`config.mk`:
```
export PLATFORM = sky130hd
export DESIGN_NAME = mfih_top
export DESIGN_NICKNAME = d
export VERILOG_FILES = /design/src/mfih_pkg.sv /design/src/mfih_top.sv /design/src/mfih_term.sv
export VERILOG_INCLUDE_DIRS = /design/src
export SDC_FILE = /design/constraint.sdc
export NUM_CORES = 1
export LEC_CHECK = 0
export BUFFER_PORTS_ARGS = -buffer_cell sky130_fd_sc_hd__buf_2
export CORE_UTILIZATION = 51
export DETAILED_ROUTE_END_ITERATION = 7
export HOLD_SLACK_MARGIN = 0.03
export PLACE_DENSITY_LB_ADDON = 0.15
export SLEW_MARGIN = 20
export SYNTH_ARGS = -nofsm -noshare
export SYNTH_HDL_FRONTEND = slang
export SYNTH_SLANG_ARGS = --single-unit
```
`constraint.sdc`:
```
create_clock -name pclk -period 3.35 [get_ports pclk]
set_input_delay 0.1675 -clock pclk [delete_from_list [all_inputs] [get_ports pclk]]
set_output_delay 0.1675 -clock pclk [all_outputs]
set_load 0.05 [all_outputs]
```
`src/mfih_params.svh`:
```
`ifndef MFIH_PARAMS_SVH
`define MFIH_PARAMS_SVH

// ----------------------------------------------------------------
// Register byte offsets
// ----------------------------------------------------------------
`define MFIH_OFF_CTRL 8'h00
`define MFIH_OFF_TRIM 8'h04
`define MFIH_OFF_BASE 8'h08
`define MFIH_OFF_STAT 8'h0c
`define MFIH_OFF_SPEED 8'h10
`define MFIH_FUNC_PAGE 3'h1

// ----------------------------------------------------------------
// Field positions
// ----------------------------------------------------------------
`define MFIH_CTRL_SRC 0
`define MFIH_CTRL_ASEL 1
`define MFIH_CTRL_FRST 8
`define MFIH_ST_CONF 0
`define MFIH_ST_MAJOR 1
`define MFIH_ST_ACT_LO 2
`define MFIH_ST_ACT_HI 3
`define MFIH_ST_MINOR 4
`define MFIH_ST_HOLD 5
`define MFIH_ST_TERM_LO 8
`define MFIH_ST_TERM_HI 11

// ----------------------------------------------------------------
// Terminal function setting codes
// ----------------------------------------------------------------
`define MFIH_FN_RAMP 8'h0a
`define MFIH_FN_MOP_UP 8'h10
`define MFIH_FN_MOP_DN 8'h11
`define MFIH_FN_TRIM_UP 8'h1c
`define MFIH_FN_TRIM_DN 8'h1d
`define MFIH_FN_SHOLD 8'h1e
`define MFIH_FN_EXTF 4'h2
`define MFIH_FN_IRST 8'h30
`define MFIH_FN_IHLD 8'h31
`define MFIH_EXTF_MINOR 2'h3

// ----------------------------------------------------------------
// Reset values and timing
// ----------------------------------------------------------------
`define MFIH_CTRL_RST 2'h1
`define MFIH_CLK_NS 4
`define MFIH_MS_NS 1000000
`define MFIH_QUAL_MS 100

`endif

```
`src/mfih_pkg.sv`:
```
package mfih_pkg;

  // Stopping action of an outside fault, in code-group order
  typedef enum logic [1:0] {
    MFIH_STOP_DECEL,
    MFIH_STOP_COAST,
    MFIH_STOP_FAST,
    MFIH_RUN_ON
  } mfih_stop_e;

  // Outside fault report carried as one bundle
  typedef struct packed {
    logic major;
    logic minor;
    mfih_stop_e action;
    logic [3:0] term;
  } mfih_fault_s;

endpackage

```
`src/mfih_top.sv`:
```
`timescale 1ns/1ps
`default_nettype none
`include "mfih_params.svh"

// Functional notes
// - Trim up without down, or reverse, conflicts
// - Trim up adds, trim down subtracts frequency
// - Released trim restores prior speed command
// - Trims ignored when operator panel commands
// - Hold qualified time, then sample analog
// - Early release leaves speed command unchanged
// - Sample hold with ramp/motor-pot/trim conflicts
// - Power-up clears sampled reference to zero
// - Outside fault codes report terminal number
// - Even code make contact, odd break
// - Bit one set detects only while running
// - Code group picks stop action or minor
// - Integral reset forces integral to zero
// - Integral hold freezes integral while closed
// - Trim up selected by its own code
module mfih_top
  import mfih_pkg::*;
#(
  parameter int N_TERM = 8,
  parameter int SPD_W = 16,
  parameter int MS_CYCLES = `MFIH_MS_NS / `MFIH_CLK_NS
)(
  // Clock and reset
  input wire logic pclk,
  input wire logic presetn,
  // APB slave
  input wire logic psel,
  input wire logic penable,
  input wire logic pwrite,
  input wire logic [7:0] paddr,
  input wire logic [31:0] pwdata,
  output logic [31:0] prdata,
  output logic pready,
  output logic pslverr,
  // Input terminals and drive state
  input wire logic [N_TERM-1:0] term_pin,
  input wire logic drive_running,
  input wire logic [SPD_W-1:0] analog_ref_input_one,
  input wire logic [SPD_W-1:0] analog_ref_input_two,
  // Results
  output logic [SPD_W-1:0] speed_cmd,
  output logic config_conflict_error,
  output mfih_fault_s outside_fault_indication,
  output logic pi_integ_reset,
  output logic pi_integ_hold
);

  localparam int MS_W = $clog2(MS_CYCLES + 1);
  localparam int Q_W = $clog2(`MFIH_QUAL_MS + 1);
  localparam logic [MS_W-1:0] MS_LAST = MS_W'(MS_CYCLES - 1);
  localparam logic [Q_W-1:0] Q_LAST = Q_W'(`MFIH_QUAL_MS - 1);

  // ----------------------------------------------------------------
  // Register storage
  // ----------------------------------------------------------------
  logic [1:0] ctrl_q; // Source select and analog select
  logic [SPD_W-1:0] trim_frequency_setting; // Trim step
  logic [SPD_W-1:0] speed_base_q; // Command before any trim
  logic [SPD_W-1:0] speed_cmd_q; // Command driven out
  logic [7:0] terminal_function_select [N_TERM]; // Per pin code
  logic conflict_q; // Setting conflict
  mfih_fault_s fault_q; // Outside fault report
  logic irst_q; // Integral reset request
  logic ihld_q; // Integral hold request
  logic [MS_W-1:0] ms_cnt_q; // Millisecond prescaler
  logic [Q_W-1:0] sh_cnt_q; // Elapsed hold time in ms
  logic sh_done_q; // Sample taken for this closure

  // ----------------------------------------------------------------
  // APB decode
  // ----------------------------------------------------------------
  wire acc = psel && penable;
  wire wr = acc && pwrite;
  wire [2:0] fidx = paddr[4:2];
  wire is_func = (paddr[7:5] == `MFIH_FUNC_PAGE) && (int'(fidx) < N_TERM);
  wire hit_ctrl = (paddr == `MFIH_OFF_CTRL);
  wire hit_trim = (paddr == `MFIH_OFF_TRIM);
  wire hit_base = (paddr == `MFIH_OFF_BASE);
  wire hit_stat = (paddr == `MFIH_OFF_STAT);
  wire hit_spd = (paddr == `MFIH_OFF_SPEED);
  wire mapped = hit_ctrl || hit_trim || hit_base || hit_stat ||
                hit_spd || is_func;
  // Fault reset is a write-one pulse, never stored
  wire fault_clr = wr && hit_ctrl && pwdata[`MFIH_CTRL_FRST];
  wire src_term = ctrl_q[`MFIH_CTRL_SRC];

  // Zero wait states; unmapped addresses answer with an error
  assign pready = 1'b1;
  assign pslverr = acc && !mapped;

  // ----------------------------------------------------------------
  // Terminal front ends
  // ----------------------------------------------------------------
  logic [N_TERM-1:0] closed; // Synchronised contact levels
  logic [N_TERM-1:0] ext_hit; // Outside fault present
  logic [N_TERM-1:0] ext_major; // Fault group is major
  logic [N_TERM-1:0] f_up, f_dn, f_sh, f_ramp, f_mop, f_irst, f_ihld;
  genvar g;
  generate
    for (g = 0; g < N_TERM; g++) begin : g_term
      mfih_term u_term (
        .pclk(pclk),
        .presetn(presetn),
        .pin_in(term_pin[g]),
        .func_code(terminal_function_select[g]),
        .drive_running(drive_running),
        .closed(closed[g]),
        .ext_hit(ext_hit[g]),
        .ext_major(ext_major[g])
      );
      // Which function each pin carries
      assign f_up[g] = terminal_function_select[g] == `MFIH_FN_TRIM_UP;
      assign f_dn[g] = terminal_function_select[g] == `MFIH_FN_TRIM_DN;
      assign f_sh[g] = terminal_function_select[g] == `MFIH_FN_SHOLD;
      assign f_ramp[g] = terminal_function_select[g] == `MFIH_FN_RAMP;
      assign f_mop[g] = (terminal_function_select[g] == `MFIH_FN_MOP_UP) ||
                        (terminal_function_select[g] == `MFIH_FN_MOP_DN);
      assign f_irst[g] = terminal_function_select[g] == `MFIH_FN_IRST;
      assign f_ihld[g] = terminal_function_select[g] == `MFIH_FN_IHLD;
    end
  endgenerate

  // ----------------------------------------------------------------
  // Setting conflicts
  // ----------------------------------------------------------------
  wire has_up = |f_up;
  wire has_dn = |f_dn;
  wire has_sh = |f_sh;
  wire pair_bad = has_up ^ has_dn;
  wire sh_bad = has_sh && (|f_ramp || |f_mop || has_up || has_dn);
  wire conflict_d = pair_bad || sh_bad;

  // ----------------------------------------------------------------
  // Trim adjust
  // ----------------------------------------------------------------
  // A conflicting setting or panel source disables both trims
  wire trim_ok = src_term && !conflict_q;
  wire trim_up = trim_ok && |(closed & f_up) && !(|(closed & f_dn));
  wire trim_dn = trim_ok && |(closed & f_dn) && !(|(closed & f_up));
  wire [SPD_W:0] up_sum = {1'b0, speed_base_q} +
                          {1'b0, trim_frequency_setting};
  wire [SPD_W:0] dn_dif = {1'b0, speed_base_q} -
                          {1'b0, trim_frequency_setting};
  // Saturate rather than wrap, a wrapped speed would be a jump
  wire [SPD_W-1:0] up_val = up_sum[SPD_W] ? {SPD_W{1'b1}} :
                            up_sum[SPD_W-1:0];
  wire [SPD_W-1:0] dn_val = dn_dif[SPD_W] ? '0 : dn_dif[SPD_W-1:0];
  // Base is never touched by trim, so release restores it
  wire [SPD_W-1:0] speed_cmd_d = trim_up ? up_val :
                                 trim_dn ? dn_val :
                                 speed_base_q;

  // ----------------------------------------------------------------
  // Sample and hold qualification
  // ----------------------------------------------------------------
  wire sh_active = |(closed & f_sh) && !conflict_q;
  // Prescaler restarts with the input so 100 ticks are 100 ms exactly
  wire ms_tick = sh_active && (ms_cnt_q == MS_LAST);
  wire sample_now = ms_tick && (sh_cnt_q == Q_LAST) && !sh_done_q;
  wire [SPD_W-1:0] ana_sel = ctrl_q[`MFIH_CTRL_ASEL] ?
                             analog_ref_input_two : analog_ref_input_one;
  // Millisecond timebase, held at zero while the hold input is open
  always_ff @(posedge pclk or negedge presetn) begin
    if (!presetn) begin
      ms_cnt_q <= '0;
    end else if (!sh_active || ms_tick) begin
      ms_cnt_q <= '0;
    end else begin
      ms_cnt_q <= ms_cnt_q + 1'b1;
    end
  end
  // Elapsed hold time; an early release drops the count
  always_ff @(posedge pclk or negedge presetn) begin
    if (!presetn) begin
      sh_cnt_q <= '0;
      sh_done_q <= 1'b0;
    end else if (!sh_active) begin
      sh_cnt_q <= '0;
      sh_done_q <= 1'b0;
    end else if (sample_now) begin
      sh_done_q <= 1'b1; // One sample per closure
    end else if (ms_tick && !sh_done_q) begin
      sh_cnt_q <= sh_cnt_q + 1'b1;
    end
  end

  // ----------------------------------------------------------------
  // Speed command
  // ----------------------------------------------------------------
  // Reset is power-up, so any earlier sample is gone
  always_ff @(posedge pclk or negedge presetn) begin
    if (!presetn) begin
      speed_base_q <= '0;
    end else if (sample_now) begin
      speed_base_q <= ana_sel;
    end else if (wr && hit_base) begin
      speed_base_q <= pwdata[SPD_W-1:0];
    end
  end
  // Registered output command
  always_ff @(posedge pclk or negedge presetn) begin
    if (!presetn) begin
      speed_cmd_q <= '0;
    end else begin
      speed_cmd_q <= speed_cmd_d;
    end
  end

  // ----------------------------------------------------------------
  // Outside faults
  // ----------------------------------------------------------------
  wire [N_TERM-1:0] maj_hit = ext_hit & ext_major;
  wire [N_TERM-1:0] min_hit = ext_hit & ~ext_major;
  logic [3:0] first_term; // Lowest faulted terminal
  mfih_stop_e first_act; // Its stopping action
  // Lowest pin wins; a major hit outranks any minor report
  always_comb begin
    first_term = '0;
    first_act = MFIH_STOP_DECEL;
    for (int i = N_TERM - 1; i >= 0; i--) begin
      if (maj_hit[i] || (!(|maj_hit) && min_hit[i])) begin
        first_term = 4'(i);
        first_act = mfih_stop_e'(terminal_function_select[i][3:2]);
      end
    end
  end
  // Major latches until fault reset; a new hit beats the clear
  always_ff @(posedge pclk or negedge presetn) begin
    if (!presetn) begin
      fault_q <= '0;
    end else begin
      fault_q.minor <= |min_hit;
      if (|maj_hit && !fault_q.major) begin
        fault_q.major <= 1'b1;
        fault_q.action <= first_act;
        fault_q.term <= first_term;
      end else if (fault_clr && !(|maj_hit)) begin
        fault_q.major <= 1'b0;
      end else if (!fault_q.major && |min_hit) begin
        // A minor report names its pin while no major is held
        fault_q.action <= first_act;
        fault_q.term <= first_term;
      end
    end
  end

  // ----------------------------------------------------------------
  // Integral control and conflict flag
  // ----------------------------------------------------------------
  // Reset dominates hold, zero is the stronger request
  always_ff @(posedge pclk or negedge presetn) begin
    if (!presetn) begin
      irst_q <= 1'b0;
      ihld_q <= 1'b0;
      conflict_q <= 1'b0;
    end else begin
      irst_q <= |(closed & f_irst);
      ihld_q <= |(closed & f_ihld) && !(|(closed & f_irst));
      conflict_q <= conflict_d;
    end
  end

  // ----------------------------------------------------------------
  // Register writes
  // ----------------------------------------------------------------
  always_ff @(posedge pclk or negedge presetn) begin
    if (!presetn) begin
      ctrl_q <= `MFIH_CTRL_RST;
      trim_frequency_setting <= '0;
      for (int i = 0; i < N_TERM; i++) begin
        terminal_function_select[i] <= '0;
      end
    end else if (wr) begin
      if (hit_ctrl) begin
        ctrl_q <= pwdata[1:0];
      end
      if (hit_trim) begin
        trim_frequency_setting <= pwdata[SPD_W-1:0];
      end
      if (is_func) begin
        terminal_function_select[fidx] <= pwdata[7:0];
      end
    end
  end

  // ----------------------------------------------------------------
  // Read mux
  // ----------------------------------------------------------------
  logic [31:0] stat_w; // Status word
  always_comb begin
    stat_w = '0;
    stat_w[`MFIH_ST_CONF] = conflict_q;
    stat_w[`MFIH_ST_MAJOR] = fault_q.major;
    stat_w[`MFIH_ST_ACT_HI:`MFIH_ST_ACT_LO] = fault_q.action;
    stat_w[`MFIH_ST_MINOR] = fault_q.minor;
    stat_w[`MFIH_ST_HOLD] = sh_done_q;
    stat_w[`MFIH_ST_TERM_HI:`MFIH_ST_TERM_LO] = fault_q.term;
  end
  // Read data is combinational within the single access cycle
  assign prdata = !(acc && !pwrite) ? '0 :
                  hit_ctrl ? {30'h0, ctrl_q} :
                  hit_trim ? 32'(trim_frequency_setting) :
                  hit_base ? 32'(speed_base_q) :
                  hit_stat ? stat_w :
                  hit_spd ? 32'(speed_cmd_q) :
                  is_func ? {24'h0, terminal_function_select[fidx]} :
                  '0;

  // ----------------------------------------------------------------
  // Outputs
  // ----------------------------------------------------------------
  assign speed_cmd = speed_cmd_q;
  assign config_conflict_error = conflict_q;
  assign outside_fault_indication = fault_q;
  assign pi_integ_reset = irst_q;
  assign pi_integ_hold = ihld_q;
endmodule
`default_nettype wire

```
`src/mfih_term.sv`:
```
`timescale 1ns/1ps
`default_nettype none
`include "mfih_params.svh"

module mfih_term
  import mfih_pkg::*;
(
  // Clock and reset
  input wire logic pclk,
  input wire logic presetn,
  // Terminal pin and its setting
  input wire logic pin_in,
  input wire logic [7:0] func_code,
  input wire logic drive_running,
  // Qualified terminal state
  output logic closed,
  output logic ext_hit,
  output logic ext_major
);

  // ----------------------------------------------------------------
  // Pin synchroniser
  // ----------------------------------------------------------------
  logic meta_q; // First stage, read only by the second
  logic sync_q; // Stable closed level

  // Two stages, the contact is asynchronous to pclk
  always_ff @(posedge pclk or negedge presetn) begin
    if (!presetn) begin
      meta_q <= 1'b0;
      sync_q <= 1'b0;
    end else begin
      meta_q <= pin_in;
      sync_q <= meta_q;
    end
  end

  assign closed = sync_q;

  // ----------------------------------------------------------------
  // Outside fault decode
  // ----------------------------------------------------------------
  wire is_extf = (func_code[7:4] == `MFIH_FN_EXTF);
  // Odd code is a break contact, so an open pin is the fault
  wire fault_lvl = sync_q ^ func_code[0];
  // Second bit set limits detection to running
  wire det_en = !func_code[1] || drive_running;
  assign ext_hit = is_extf && fault_lvl && det_en;
  // Top group keeps running as a minor fault
  assign ext_major = (func_code[3:2] != `MFIH_EXTF_MINOR);

endmodule
`default_nettype wire

```
==> flow_summary.yaml <==
floorplanning:
  die_x_extent_um: 151
  core.rowCount: 54
  io_pins: 147
  initial_utilization_pct: 51.9
  dieArea_sq_um: 22800
  die_height_um: 151
  core_region_area_sq_um: 21800
setup_path:
  rr_startpoint: "terminal_function_select[1]"
  arrival_ns: 3.42
  crit_path_start_kind: "register"
  setup.worst_path.class: "reg -> reg"
  crit_path_end_kind: "register"
  cp_data_required_time_ns: 3.64
  critical-path-slowest-cell: "or4b_2"
  critical_path.startpoint: "terminal_function_select[1]"
  critical_path.top_delay_family: "simple AND/OR/NAND/NOR gates"
  cp_slowest_stage_delay_ns: 0.73
  worst-path-max-fanout: 21
  crit_buf_inv: 1
  crit_path_cell_trace: "nand2b_1, or4b_2, o2111ai_2, o31ai_1, or2_1, buf_12, a211o_1, o211a_1, a2bb2oi_1"
global_routing:
  total_grt_usage_pct: 34.1
  grt_first_pass_wirelength_um: 57100
  grt_antenna_before_repair: 2
  grt_pass1_vias: 9537
  globalRoute.totalOverflow: 0
  grt_start_max_net_pins: 64
yosys:
  synth_sequential_area_ratio_pct: 36.7
  synth_top_area_cell: "dfrtp_1"
  synth-edff-count: 0
  synth.top_cells.by_count: "dfrtp_1, nor2_1, mux2_2"
  number_of_instances_in_the_synthesized_netlist: 1184
  most_area_consuming_cells_after_synthesis: "dfrtp_1, mux2_2, ha_1"
  yosys_warnings: 0
  asyncSetResetFlopFracSynth_pct: 100
  top_cell_type_s_share_of_synthesized_area_pct: 36.4
  postSynth.topFlopCell: "dfrtp_1"
  syn_area_sq_um: 11300
  yosys.cell_count.top_type: "dfrtp_1"
  ys_types: 88
  synth.avg_cell_area_sq_um: 9.57
  ys_seq_elements: 166
pwr:
  p_leak_nw: 6.09
  power_density_nw_per_um2: 365
  irDropWorstVdd_mv: 0.300
hold_path:
  worst_hold_startpoint: "analog_ref_input_two[11]"
  min_path_type: "in -> reg"
cts:
  worst_skew_pair.late_latency_ns: 0.43
  tritoncts: "yes"
  cts_inserted_buffers: 17
  clockRootBuffer: "clkbuf_16"
  cts.path.max_buffers: 2
  post-cts-setup-buffers: 0
  clk_pin_slew_ns: 0.08
  cts_sinks: 166
  clock_h_tree_levels: 4
routing:
  routed_vias: 10400
  wl_per_instance_um: 23.2
  remaining_drc_errors: 0
  detailedRoute.firstIterationViolations: 1095
  via_per_inst: 6.38
  wl_um: 37800
  remaining_number_of_nets_flagged_by_the_antenna_check_after_routing: 0
  drt_pass1_iterations: 7
timing:
  fmax_mhz: 319
  fin_tns_setup_ns: 0
  grt_setup_unrepaired: "false"
  min_period_over_period_pct: 93.4
  report.final.hold_viol_count: 0
  worst_clock_skew_ns: 0.0165
  tightest_slew_ns: 0.995
  final_period_minus_worst_setup_slack_ns: 3.13
  setup_viol_count_final: 0
  timing.slew.headroom_pct: 33.4
  slew_viol_final: 0
finish:
  final_layout_size_suffix_gt1_share_pct: 25.1
  areaGrowthSynthToFinish_pct: 16.7
  layout.core_utilization_pct: 60.6
  fin_nets: 1458
placement:
  placement.io_buffers: 112
  post-dp-hpwl_um: 28500
  gp_congestion: 0.984
status:
  run_status: "completed"
flow_run:
  drv_cap: 0
==> tightest hold or removal path, stage by stage <==
cell	delay (ns)
buf_2	0.08
mux2i_1	0.06
a21oi_1	0.13
==> layout make-up <==
type / instances / area (sq um)
clock buffer: 18 / 429
timing repair buffer: 196 / 1280
fill: 1893 / 8600
inverter: 66 / 248
multi-input combinational: 889 / 6600
tap: 280 / 350
clock inverter: 14 / 149
sequential: 166 / 4160
antenna: 2 / 5.00
==> cells in the final DEF (no fill, tap or decap), types with 18 or more instances in the layout <==
cell type / instances
mux2i_1: 21
nor2b_1: 23
nand3_1: 28
a21oi_1: 57
nand2_1: 80
xor2_1: 18
nor2_1: 88
o21ai_0: 29
dfrtp_1: 165
nor3_1: 27
buf_2: 111
inv_1: 65
a211oi_1: 23
buf_4: 62
ha_1: 34
nand2b_1: 28
conb_1: 18
dlygate4sd3_1: 19
mux2_2: 84
nand4_1: 27
==> cells by family after synthesis <==
logic type	synth area share (%)
fa+ha+maj	4.11
other cells	0.0663
simple gates	19.6
compound gates	17.9
flops	36.7
buf+inv	5.77
mux	13.4
xor+xnor	2.55
==> flip-flops by register name, indices dropped and copies added (netlist names) <==
name	cells
pi_integ_reset	1
sh_done_q	1
config_conflict_error	1
g_term.u_term.meta_q	8
speed_cmd	16
pi_integ_hold	1
trim_frequency_setting	16
g_term.u_term.closed	8
sh_cnt_q	7
ms_cnt_q	18
ctrl_q	2
outside_fault_indication	7
terminal_function_select	64
speed_base_q	16
==> path summary, 6_finish.rpt <==
| kind | end | slack [ns] | depth (start not counted) |
|---|---|---|---|
| worst max-delay path | speed_cmd[5] | 0.22 | 9 |
| worst min-delay path | speed_base_q[11] | 0.04 | 3 |
| worst max register to register | speed_cmd[5] | 0.22 | 9 |
| worst min register to register | g_term[3].u_term.closed | 0.35 | 0 |
| max in group asynchronous | speed_base_q[5] | 1.99 | 3 |
| min in group asynchronous | terminal_function_select[19] | 0.26 | 2 |
==> metrics by stage <==
step,cells,setup WS [ns],cell area [sq um],total power [mW],hold WS [ns]
floorplan,1200,0.255,11400,2.60,-0.128
global placement,1578,0.289,12400,2.85,0.164
detailed placement,1578,0.230,12400,2.86,0.166
CTS,1629,0.221,13200,4.85,0.0301
global route,1630,0.0444,13200,5.02,0.0494
finish,1631,0.220,13200,4.82,0.0412
==> where the power goes <==
part	total [mW]	internal [mW]	switching [mW]
clock	1.96	1.00	0.962
combinational	0.702	0.278	0.424
sequential	2.16	2.06	0.0954
total	4.82	3.34	1.48
==> metal layers <==
metal / track usage [%] / wire (um)
met3: 9.01 / 4090
met2: 46.4 / 15500
met1: 51.7 / 17200
met4: 11.4 / 1030
met5: 0 / 0
==> repair_timing <==
action / CTS / global route
endpoints found under the hold margin: 71 / 0
setup endpoints to repair: 0 / 3
hold buffers: 19 / 0
gates resized for setup: 0 / 2
No activity file was read; power rests on OpenSTA's default activity.
